===== src/alcx_pkg.sv =====
// Purpose: shared constants and types of the stereo level control block
// Assumes: 16-bit two's complement samples, one sample strobe per fs
// Notes: gain codes 0xF1 = +36 dB down to 0x01 = -54 dB, 0x00 = mute

package alcx_pkg;

	// ----------------------------------------------------------------
	// register byte offsets
	// ----------------------------------------------------------------
	localparam logic [7:0] ALCX_OFS_CTRL = 8'h00;
	localparam logic [7:0] ALCX_OFS_CEIL = 8'h04;
	localparam logic [7:0] ALCX_OFS_LGAIN = 8'h08;
	localparam logic [7:0] ALCX_OFS_RGAIN = 8'h0C;
	localparam logic [7:0] ALCX_OFS_STAT = 8'h10;

	// ----------------------------------------------------------------
	// control register fields
	// ----------------------------------------------------------------
	localparam int ALCX_B_EN = 0;
	localparam int ALCX_B_ZCD = 1;
	localparam int ALCX_F_TMO = 2;
	localparam int ALCX_F_THR = 4;
	localparam int ALCX_F_ATT = 6;
	localparam int ALCX_F_WAIT = 8;
	localparam int ALCX_F_RSTEP = 11;
	localparam int ALCX_F_FAST = 13;
	localparam int ALCX_B_PWR_L = 16;
	localparam int ALCX_B_PWR_R = 17;
	localparam int ALCX_B_PWR_DAC = 18;
	localparam logic [18:0] ALCX_CTRL_MASK = 19'h7_7FFF;
	localparam logic [31:0] ALCX_CTRL_RST = 32'h0000_0000;

	// ----------------------------------------------------------------
	// status register fields
	// ----------------------------------------------------------------
	localparam int ALCX_S_LGAIN = 0;
	localparam int ALCX_S_RGAIN = 8;
	localparam int ALCX_S_STATE = 16;
	localparam int ALCX_S_PLAY = 18;
	localparam int ALCX_S_IMP = 19;

	// ----------------------------------------------------------------
	// gain codes and reset values
	// ----------------------------------------------------------------
	localparam logic [7:0] ALCX_GAIN_MUTE = 8'h00;
	localparam logic [7:0] ALCX_GAIN_MIN = 8'h01;
	localparam logic [7:0] ALCX_GAIN_MAX = 8'hF1;
	localparam logic [7:0] ALCX_CEIL_RST = 8'hE1;
	localparam logic [7:0] ALCX_GAIN_RST = 8'hE1;

	// ----------------------------------------------------------------
	// magnitude thresholds, 16-bit full scale
	// ----------------------------------------------------------------
	localparam logic [15:0] ALCX_LVL_2P5 = 16'h5FFD;  // -2.5 dBFS
	localparam logic [15:0] ALCX_LVL_4P1 = 16'h4FD5;  // -4.1 dBFS
	localparam logic [15:0] ALCX_LVL_6P0 = 16'h4026;  // -6.0 dBFS
	localparam logic [15:0] ALCX_LVL_8P5 = 16'h301A;  // -8.5 dBFS
	localparam logic [15:0] ALCX_LVL_12 = 16'h2027;  // -12 dBFS

	// ----------------------------------------------------------------
	// timing, in sample periods
	// ----------------------------------------------------------------
	localparam int ALCX_TMO_BASE = 128;
	localparam int ALCX_WAIT_BASE = 128;
	localparam int ALCX_FAST_SHIFT_MIN = 2;

	// ----------------------------------------------------------------
	// level control state
	// ----------------------------------------------------------------
	typedef enum logic [1:0] {
		ALCX_OFF = 2'b00,
		ALCX_TRACK = 2'b01,
		ALCX_LIMIT = 2'b11,
		ALCX_RECOVER = 2'b10
	} alcx_state_t;

endpackage


===== src/alcx_level_ctrl.sv =====
// Purpose: automatic level control of a shared stereo input gain
// Assumes: samples arrive post-gain, strobed by sample_valid_i on clk_i
// Notes: registers over Avalon-MM, one wait state per access
//
// Behaviour
// - level control runs only when enabled
// - playback path only when recording converters off
// - over detection lowers both gains together
// - threshold field picks detection level and band
// - limiter changes at zero crossing or timeout
// - timeout field 128..1024 samples, shared use
// - zero-cross disabled: immediate change, one step
// - attenuation field picks 1,2,4,8 steps
// - attenuate until level drops, retrigger later
// - wait period then recover if band clean
// - recovery raises both gains 1..4 steps
// - recovery never exceeds the gain ceiling
// - band level resets wait, below runs it
// - one recovery step per wait period
// - impulse noise gives 4,8,16 times recovery
// - manual gain writes deferred while running
// - start from left gain, no clamp on start

`timescale 1ns/1ps
`default_nettype none

module alcx_level_ctrl
	import alcx_pkg::*;
#(
	parameter int TMO_BASE = ALCX_TMO_BASE,
	parameter int WAIT_BASE = ALCX_WAIT_BASE
) (
	// clock and reset
	input wire logic clk_i,
	input wire logic rst_n_i,
	// avalon-mm slave
	input wire logic [7:0] avs_address_i,
	input wire logic avs_read_i,
	input wire logic avs_write_i,
	input wire logic [31:0] avs_writedata_i,
	input wire logic [3:0] avs_byteenable_i,
	output logic [31:0] avs_readdata_o,
	output logic avs_waitrequest_o,
	// post-gain sample stream
	input wire logic sample_valid_i,
	input wire logic signed [15:0] left_sample_i,
	input wire logic signed [15:0] right_sample_i,
	// gain codes to the input gain stage
	output logic [7:0] left_input_gain_o,
	output logic [7:0] right_input_gain_o,
	output logic alc_active_o,
	output logic path_playback_o
);

	// elaboration checks of the scaling parameters
	if (TMO_BASE < 1 || TMO_BASE > 128 || (TMO_BASE & (TMO_BASE - 1)) != 0) begin : g_bad_tmo
		$error("TMO_BASE must be a power of two up to 128");
	end
	if (WAIT_BASE < 16 || WAIT_BASE > 128 || (WAIT_BASE & (WAIT_BASE - 1)) != 0) begin : g_bad_wait
		$error("WAIT_BASE must be a power of two from 16 to 128");
	end

	// ----------------------------------------------------------------
	// register bus
	// ----------------------------------------------------------------
	logic [31:0] ctrl_q;
	logic [7:0] ceil_q;
	logic [7:0] man_gain_q [2];
	logic ack_q;
	logic [31:0] rdata_q;
	logic [7:0] gain_q [2];
	alcx_state_t state_q;
	logic impulse_q;

	// one wait state; access completes when ack_q is high
	wire bus_req = avs_read_i | avs_write_i;
	wire bus_wr = avs_write_i & ack_q;
	wire [31:0] be_mask = {{8{avs_byteenable_i[3]}}, {8{avs_byteenable_i[2]}},
		{8{avs_byteenable_i[1]}}, {8{avs_byteenable_i[0]}}};
	wire [31:0] ctrl_wr = ((ctrl_q & ~be_mask) | (avs_writedata_i & be_mask)) & {13'h0, ALCX_CTRL_MASK};
	wire hit_ctrl = avs_address_i == ALCX_OFS_CTRL;
	wire hit_ceil = avs_address_i == ALCX_OFS_CEIL;
	wire hit_lg = avs_address_i == ALCX_OFS_LGAIN;
	wire hit_rg = avs_address_i == ALCX_OFS_RGAIN;
	wire hit_stat = avs_address_i == ALCX_OFS_STAT;
	wire [31:0] stat_word = {12'h0, impulse_q, path_playback_o, state_q, gain_q[1], gain_q[0]};
	wire [31:0] rd_mux = hit_ctrl ? ctrl_q :
		hit_ceil ? {24'h0, ceil_q} :
		hit_lg ? {24'h0, man_gain_q[0]} :
		hit_rg ? {24'h0, man_gain_q[1]} :
		hit_stat ? stat_word : 32'h0000_0000;

	assign avs_waitrequest_o = bus_req & ~ack_q;
	assign avs_readdata_o = rdata_q;

	// handshake and read data capture
	always_ff @(posedge clk_i or negedge rst_n_i) begin
		if (!rst_n_i) begin
			ack_q <= 1'b0;
			rdata_q <= 32'h0000_0000;
		end else begin
			ack_q <= bus_req & ~ack_q;
			if (avs_read_i & ~ack_q)
				rdata_q <= rd_mux;
		end
	end

	// writable registers; manual gains always stored, used only when idle
	always_ff @(posedge clk_i or negedge rst_n_i) begin
		if (!rst_n_i) begin
			ctrl_q <= ALCX_CTRL_RST;
			ceil_q <= ALCX_CEIL_RST;
			man_gain_q[0] <= ALCX_GAIN_RST;
			man_gain_q[1] <= ALCX_GAIN_RST;
		end else if (bus_wr) begin
			if (hit_ctrl)
				ctrl_q <= ctrl_wr;
			if (hit_ceil && avs_byteenable_i[0])
				ceil_q <= avs_writedata_i[7:0];
			if (hit_lg && avs_byteenable_i[0])
				man_gain_q[0] <= avs_writedata_i[7:0];
			if (hit_rg && avs_byteenable_i[0])
				man_gain_q[1] <= avs_writedata_i[7:0];
		end
	end

	// ----------------------------------------------------------------
	// settings decode
	// ----------------------------------------------------------------
	wire en = ctrl_q[ALCX_B_EN];
	wire zcd = ctrl_q[ALCX_B_ZCD];
	wire [1:0] tmo_sel = ctrl_q[ALCX_F_TMO +: 2];
	wire [1:0] thr_sel = ctrl_q[ALCX_F_THR +: 2];
	wire [1:0] att_sel = ctrl_q[ALCX_F_ATT +: 2];
	wire [2:0] wait_sel = ctrl_q[ALCX_F_WAIT +: 3];
	wire [1:0] rstep_sel = ctrl_q[ALCX_F_RSTEP +: 2];
	wire [1:0] fast_sel = ctrl_q[ALCX_F_FAST +: 2];

	// path selection from converter power
	wire rec_path = ctrl_q[ALCX_B_PWR_L] | ctrl_q[ALCX_B_PWR_R];
	wire play_path = ~rec_path & ctrl_q[ALCX_B_PWR_DAC];
	wire run = en & (rec_path | play_path);

	// detection level and lower edge of reset band
	wire [15:0] det_lvl = thr_sel == 2'd0 ? ALCX_LVL_2P5 :
		thr_sel == 2'd1 ? ALCX_LVL_4P1 :
		thr_sel == 2'd2 ? ALCX_LVL_6P0 : ALCX_LVL_8P5;
	wire [15:0] band_lvl = thr_sel == 2'd0 ? ALCX_LVL_4P1 :
		thr_sel == 2'd1 ? ALCX_LVL_6P0 :
		thr_sel == 2'd2 ? ALCX_LVL_8P5 : ALCX_LVL_12;

	// step sizes: zero-cross disable forces a single attenuation step
	wire [7:0] att_step = zcd ? 8'h01 : 8'(8'h01 << att_sel);
	wire [7:0] rec_step = 8'({6'h0, rstep_sel} + 8'h01);

	// shared timeout and wait lengths in samples
	wire [15:0] tmo_len = 16'(TMO_BASE << tmo_sel);
	wire [3:0] fast_shift = 4'(ALCX_FAST_SHIFT_MIN) + (fast_sel == 2'd3 ? 4'h0 : {2'h0, fast_sel});
	wire [15:0] wait_full = 16'(WAIT_BASE << wait_sel);
	wire [15:0] wait_len = impulse_q ? (wait_full >> fast_shift) : wait_full;

	// ----------------------------------------------------------------
	// per-channel level and zero crossing
	// ----------------------------------------------------------------
	logic [1:0] over;
	logic [1:0] in_band;
	logic [1:0] zc;
	logic prev_neg_q [2];
	wire signed [15:0] samp [2];
	assign samp[0] = left_sample_i;
	assign samp[1] = right_sample_i;

	genvar ch;
	generate
		for (ch = 0; ch < 2; ch++) begin : g_chan
			wire [15:0] mag = samp[ch][15] ? ((samp[ch] == 16'sh8000) ? 16'h7FFF : 16'(-samp[ch]))
				: samp[ch];
			assign over[ch] = mag >= det_lvl;
			assign in_band[ch] = ~over[ch] & (mag >= band_lvl);
			// sign change or exact zero counts as a crossing
			assign zc[ch] = (samp[ch][15] != prev_neg_q[ch]) | (samp[ch] == 16'sh0000);
			always_ff @(posedge clk_i or negedge rst_n_i) begin
				if (!rst_n_i)
					prev_neg_q[ch] <= 1'b0;
				else if (sample_valid_i)
					prev_neg_q[ch] <= samp[ch][15];
			end
		end
	endgenerate

	wire any_over = |over;
	wire any_band = |in_band;
	wire all_below = ~any_over & ~any_band;

	// ----------------------------------------------------------------
	// gain update at zero crossing or timeout
	// ----------------------------------------------------------------
	logic [7:0] target_q;
	logic [15:0] tmo_cnt_q;
	logic [1:0] pend;
	logic [1:0] apply;
	wire tmo_hit = tmo_cnt_q >= tmo_len - 16'h0001;
	wire imm = zcd & (state_q == ALCX_LIMIT);
	wire pending = |pend;

	generate
		for (ch = 0; ch < 2; ch++) begin : g_gain
			wire [7:0] want = state_q == ALCX_OFF ? man_gain_q[ch] : target_q;
			assign pend[ch] = gain_q[ch] != want;
			assign apply[ch] = sample_valid_i & pend[ch] & (zc[ch] | tmo_hit | imm);
			always_ff @(posedge clk_i or negedge rst_n_i) begin
				if (!rst_n_i)
					gain_q[ch] <= ALCX_GAIN_RST;
				else if (apply[ch])
					gain_q[ch] <= want;
			end
		end
	endgenerate

	// timeout counter runs only while a change waits
	always_ff @(posedge clk_i or negedge rst_n_i) begin
		if (!rst_n_i)
			tmo_cnt_q <= 16'h0000;
		else if (!pending || (sample_valid_i && tmo_hit))
			tmo_cnt_q <= 16'h0000;
		else if (sample_valid_i)
			tmo_cnt_q <= tmo_cnt_q + 16'h0001;
	end

	// ----------------------------------------------------------------
	// limiter and recovery sequencing
	// ----------------------------------------------------------------
	alcx_state_t next_state;
	logic [7:0] next_target;
	logic [15:0] wait_cnt_q;
	logic [15:0] next_wait;
	logic next_imp;
	logic below_prev_q;
	wire [8:0] rec_sum = {1'b0, target_q} + {1'b0, rec_step};
	wire [7:0] rec_val = rec_sum > {1'b0, ceil_q} ? ceil_q : rec_sum[7:0];
	wire [7:0] att_val = target_q == ALCX_GAIN_MUTE ? ALCX_GAIN_MUTE :
		target_q <= att_step ? ALCX_GAIN_MIN : target_q - att_step;
	wire wait_done = wait_cnt_q >= wait_len - 16'h0001;

	// next state of the level loop, evaluated per sample
	always_comb begin
		next_state = state_q;
		next_target = target_q;
		next_wait = wait_cnt_q;
		next_imp = impulse_q;
		if (!run) begin
			next_state = ALCX_OFF;
			next_imp = 1'b0;
		end else if (state_q == ALCX_OFF) begin
			next_state = ALCX_TRACK;
			next_target = gain_q[0];
			next_wait = 16'h0000;
		end else if (any_over) begin
			next_wait = 16'h0000;
			if (!pending) begin
				next_target = att_val;
				next_state = ALCX_LIMIT;
				next_imp = below_prev_q;
			end
		end else if (state_q == ALCX_LIMIT) begin
			next_wait = 16'h0000;
			if (!pending)
				next_state = ALCX_TRACK;
		end else if (any_band) begin
			next_wait = 16'h0000;
		end else if (all_below) begin
			if (!pending && state_q == ALCX_RECOVER)
				next_state = ALCX_TRACK;
			if (wait_done) begin
				next_wait = 16'h0000;
				if (!pending && target_q < ceil_q) begin
					next_target = rec_val;
					next_state = ALCX_RECOVER;
				end
				if (target_q >= ceil_q)
					next_imp = 1'b0;
			end else begin
				next_wait = wait_cnt_q + 16'h0001;
			end
		end
	end

	// loop state registers advance once per sample
	always_ff @(posedge clk_i or negedge rst_n_i) begin
		if (!rst_n_i) begin
			state_q <= ALCX_OFF;
			target_q <= ALCX_GAIN_RST;
			wait_cnt_q <= 16'h0000;
			impulse_q <= 1'b0;
			below_prev_q <= 1'b1;
		end else if (sample_valid_i) begin
			state_q <= next_state;
			target_q <= next_target;
			wait_cnt_q <= next_wait;
			impulse_q <= next_imp;
			below_prev_q <= all_below;
		end
	end

	// ----------------------------------------------------------------
	// outputs
	// ----------------------------------------------------------------
	assign left_input_gain_o = gain_q[0];
	assign right_input_gain_o = gain_q[1];
	assign alc_active_o = state_q != ALCX_OFF;
	assign path_playback_o = play_path;

endmodule

`default_nettype wire


===== config.mk =====
export PLATFORM = sky130hd
export DESIGN_NAME = alcx_level_ctrl
export DESIGN_NICKNAME = d
export VERILOG_FILES = /design/src/alcx_pkg.sv /design/src/alcx_level_ctrl.sv
export SDC_FILE = /design/constraint.sdc
export NUM_CORES = 1
export LEC_CHECK = 0
export ABC_CLOCK_PERIOD_IN_PS = 5000
export BUFFER_PORTS_ARGS = -buffer_cell sky130_fd_sc_hd__buf_2
export CAP_MARGIN = 40
export CORE_ASPECT_RATIO = 1.75
export CORE_MARGIN = 5
export CORE_UTILIZATION = 59
export CTS_CLUSTER_SIZE = 30
export DETAILED_ROUTE_END_ITERATION = 8
export PLACE_DENSITY = 0.78
export SLEW_MARGIN = 30
export SYNTH_ARGS = -nofsm -noshare
export SYNTH_HDL_FRONTEND = slang
export SYNTH_SLANG_ARGS = --single-unit
export TNS_END_PERCENT = 50

===== constraint.sdc =====
create_clock -name clk_i -period 5 [get_ports clk_i]
set_clock_uncertainty 0.05 [all_clocks]
set_input_delay 0.25 -clock clk_i [delete_from_list [all_inputs] [get_ports clk_i]]
set_output_delay 0.25 -clock clk_i [all_outputs]
set_load 0.03 [all_outputs]

==> flow_metrics.py <==
metrics = {
    "pwr": {
        "p_per_area_mw_per_mm2": 255.0,
        "power_w": 0.003139,
        "ir_worst_vdd_v": 0.0004200,
        "p_leak_nw": 5.709,
    },
    "synth": {
        "syn_area_per_cell_um2": 8.588,
        "synth_top_cell_by_area": "dfrtp_1",
        "synth-edff-count": 0,
        "synthCells": 1243,
        "synth.distinct_cells": 85,
        "synthTopCellsByArea": "dfrtp_1 23%, ha_1 13%, dfstp_2 6.2%, nand2_1 4.6%, mux2_2 4.4%",
        "ys_warn_count": 0,
        "yosys.area.top_type_share": 0.2344,
        "ys_ff_latch": 125,
        "async_reset_ff_frac": 1.000,
        "netlist_area_mm2": 0.01068,
        "ys_seq_area_frac": 0.2959,
        "synth_ff_type": "dfrtp_1",
    },
    "cts": {
        "cts_htree_levels": 4,
        "tritoncts": "done",
        "clk_pin_slew_ns": 0.06,
        "ctsResizeCount": 0,
        "cts_num_sinks": 125,
        "cts_buffer_depth": 2,
        "numCtsBuffers": 17,
        "clkLatencyLatePin_ns": 0.43,
        "post_cts_buffers": 0,
        "clock-root-buffer": "clkbuf_16",
    },
    "floorplanning": {
        "die_h_um": 187.9,
        "core-area_mm2": 0.01789,
        "start_util": 0.5966,
        "rows": 65,
        "dieWidth_um": 111.7,
        "die_area_mm2": 0.02099,
        "io_pins": 132,
    },
    "drt": {
        "routed_wl_mm": 30.77,
        "drtPass1Iterations": 5,
        "drt_iter0_drc": 651,
        "drc": 0,
        "viasPerCell": 6.321,
        "num_vias": 10250,
        "wl_per_cell_um": 18.97,
        "drt.antenna.violating_nets": 0,
    },
    "worst_setup_path": {
        "worstSetupEndpointType": "register",
        "arrival_ns": 5.01,
        "worst_ep_required_time_ns": 5.26,
        "cp-start-kind": "register",
        "crit_chain": "nor2b_1, nand4_1, ha_1, a22oi_1, o21ai_0, a211oi_1, ha_1, o21ai_0, a21oi_1, a221oi_1, o21a_1, or4b_4, a2111oi_4, o31ai_4, buf_4, mux2_4",
        "cpPeakStageDelay_ns": 0.56,
        "critPathBufInv": 1,
        "crit_family": "compound AO/OA/AOI/OAI gates",
        "crit_fanout": 9,
        "critPathSlowestCell": "or4b_4",
        "critical_path_class": "reg -> reg",
    },
    "sta": {
        "finalCritPeriodShare": 0.9497,
        "min_period_ns": 4.749,
        "timing.slew.headroom": 0.5323,
        "hold_slack_ns": 0.01877,
        "tightest_slew_ns": 0.7001,
        "drv_slew": 0,
        "fin_ws_ns": 0.2515,
        "setup_tns_ns": 0,
        "setup_viol_count_final": 0,
        "hold_viol": 0,
        "rsz0062_at_grt": "false",
        "fmax_mhz": 210.6,
    },
    "cells_and_area": {
        "final_core_util": 0.6880,
        "area_growth_syn_to_layout_pct": 15.32,
        "drive_above_1_share": 0.2046,
        "fin_nets": 1566,
        "antenna_cells": 0,
    },
    "grt": {
        "grt_pass1_vias": 10240,
        "antenna_found_initial": 0,
        "grt_pass1_wl_mm": 49.43,
        "grt_max_degree": 54,
        "grt_overflow": 0,
        "grt_usage": 0.2886,
    },
    "placement": {
        "place_hpwl_mm": 23.76,
        "numPortBuffers": 104,
        "post-place-ws_ns": -0.01024,
        "place_congestion": 0.9779,
    },
    "run_status": {
        "status": "finished clean",
    },
    "job": {
        "max_cap_viol_count": 0,
    },
    "min_path": {
        "holdCritPathClass": "in -> reg",
    },
}
cells in the final DEF (no fill, tap or decap), types with 13 or more instances in the layout:
cell type | netlist | routed
nand2b_1 | 20 | 20
nor2b_1 | 13 | 13
ha_1 | 108 | 108
nor2_1 | 78 | 78
o31ai_1 | 14 | 14
o21ai_0 | 93 | 93
nand4_1 | 20 | 20
nand2_1 | 130 | 130
dfstp_2 | 25 | 25
xor2_1 | 16 | 16
buf_2 | 7 | 105
nor3_1 | 27 | 27
nand3_1 | 40 | 40
a31oi_1 | 20 | 20
inv_1 | 71 | 71
mux2i_1 | 16 | 16
a22oi_1 | 22 | 22
buf_4 | 12 | 50
a211oi_1 | 14 | 14
a21oi_1 | 73 | 73
dfrtp_1 | 100 | 100
xnor2_1 | 23 | 23
conb_1 | 2 | 15
mux2_2 | 42 | 42
clkbuf_16 | 0 | 17
worst paths after layout:
| path | from | to | slack [ns] | cells past startpoint |
|---|---|---|---|---|
| setup / recovery | register | target_q[1]$_DFFE_PN0P_ | 0.25 | 16 |
| hold / removal | avs_writedata_i[17] | register | 0.02 | 2 |
| setup reg to reg | register | target_q[1]$_DFFE_PN0P_ | 0.25 | 16 |
| hold reg to reg | avs_readdata_o[0]$_DFFE_PN0P_ | avs_readdata_o[0]$_DFFE_PN0P_ | 0.42 | 2 |
| max in group asynchronous | rst_n_i | left_input_gain_o[7]$_DFFE_PN1P_ | 3.26 | 4 |
| min in group asynchronous | rst_n_i | tmo_cnt_q[7]$_DFFE_PN0P_ | 0.34 | 2 |
kinds of logic after synthesis:
logic type               count (synthesis)  synth area share
multiplexers                            62           0.06493
adder cells (fa/ha/maj)                110            0.1303
flip-flops                             125            0.2959
other                                    2         0.0007035
AND/OR/NAND/NOR                        403            0.1882
XOR/XNOR                                39           0.03200
AO/OA/AOI/OAI                          363            0.2274
buffers and inverters                  139           0.06048
stage by stage:
step	area, um^2	instances
final	12310	1622
after global routing	12310	1622
after CTS	12310	1621
after detailed placement	11640	1583
after global placement	11590	1578
after floorplan	10720	1256
repair_timing:
| action | CTS | global route |
|---|---|---|
| endpoints found under the hold margin | 45 | 0 |
| hold buffers | 6 | 0 |
| endpoints found under the setup margin | 0 | 0 |
cells in the mapped netlist, drive strengths merged, types with 7 or more instances:
master  number
nand2      130
ha         108
dfrtp      100
o21ai      100
nor2        79
a21oi       74
inv         72
mux2        46
nand3       40
clkbuf      38
nor3        29
buf         28
dfstp       25
xnor2       23
a22oi       22
a31oi       20
nand2b      20
nand4       20
mux2i       16
xor2        16
o31ai       15
a211oi      14
nor2b       13
nor4        12
o21a        12
a21o        11
a221oi      11
and3        11
o41ai       11
o211ai      10
o22ai        9
or3          8
a22o         7
power breakdown:
| part | internal [W] | switching [W] | total, W | leakage, nW |
|---|---|---|---|---|
| clock | 0.000752 | 0.000519 | 0.00127 | 0.295 |
| sequential | 0.00108 | 0.0000782 | 0.00116 | 1.56 |
| combinational | 0.000273 | 0.000437 | 0.000710 | 3.85 |
cell type report:
cell class / count / area, um^2
multi-input combinational: 992 / 6945
fill: 1453 / 5582
sequential: 125 / 3159
timing repair buffer: 166 / 1037
clock buffer: 17 / 425.4
tap: 234 / 292.8
inverter: 73 / 274.0
clock inverter: 15 / 176.4
metal layers:
metal | GRT usage | up-vias | wire [um]
li1 | - | 4839 | -
met1 | 0.2982 | 4900 | 10970
met2 | 0.5254 | 368 | 16220
met3 | 0.04908 | 145 | 1432
met4 | 0.1911 | 0 | 2142
met5 | 0 | - | 0
(Power assumes the default switching activity.)
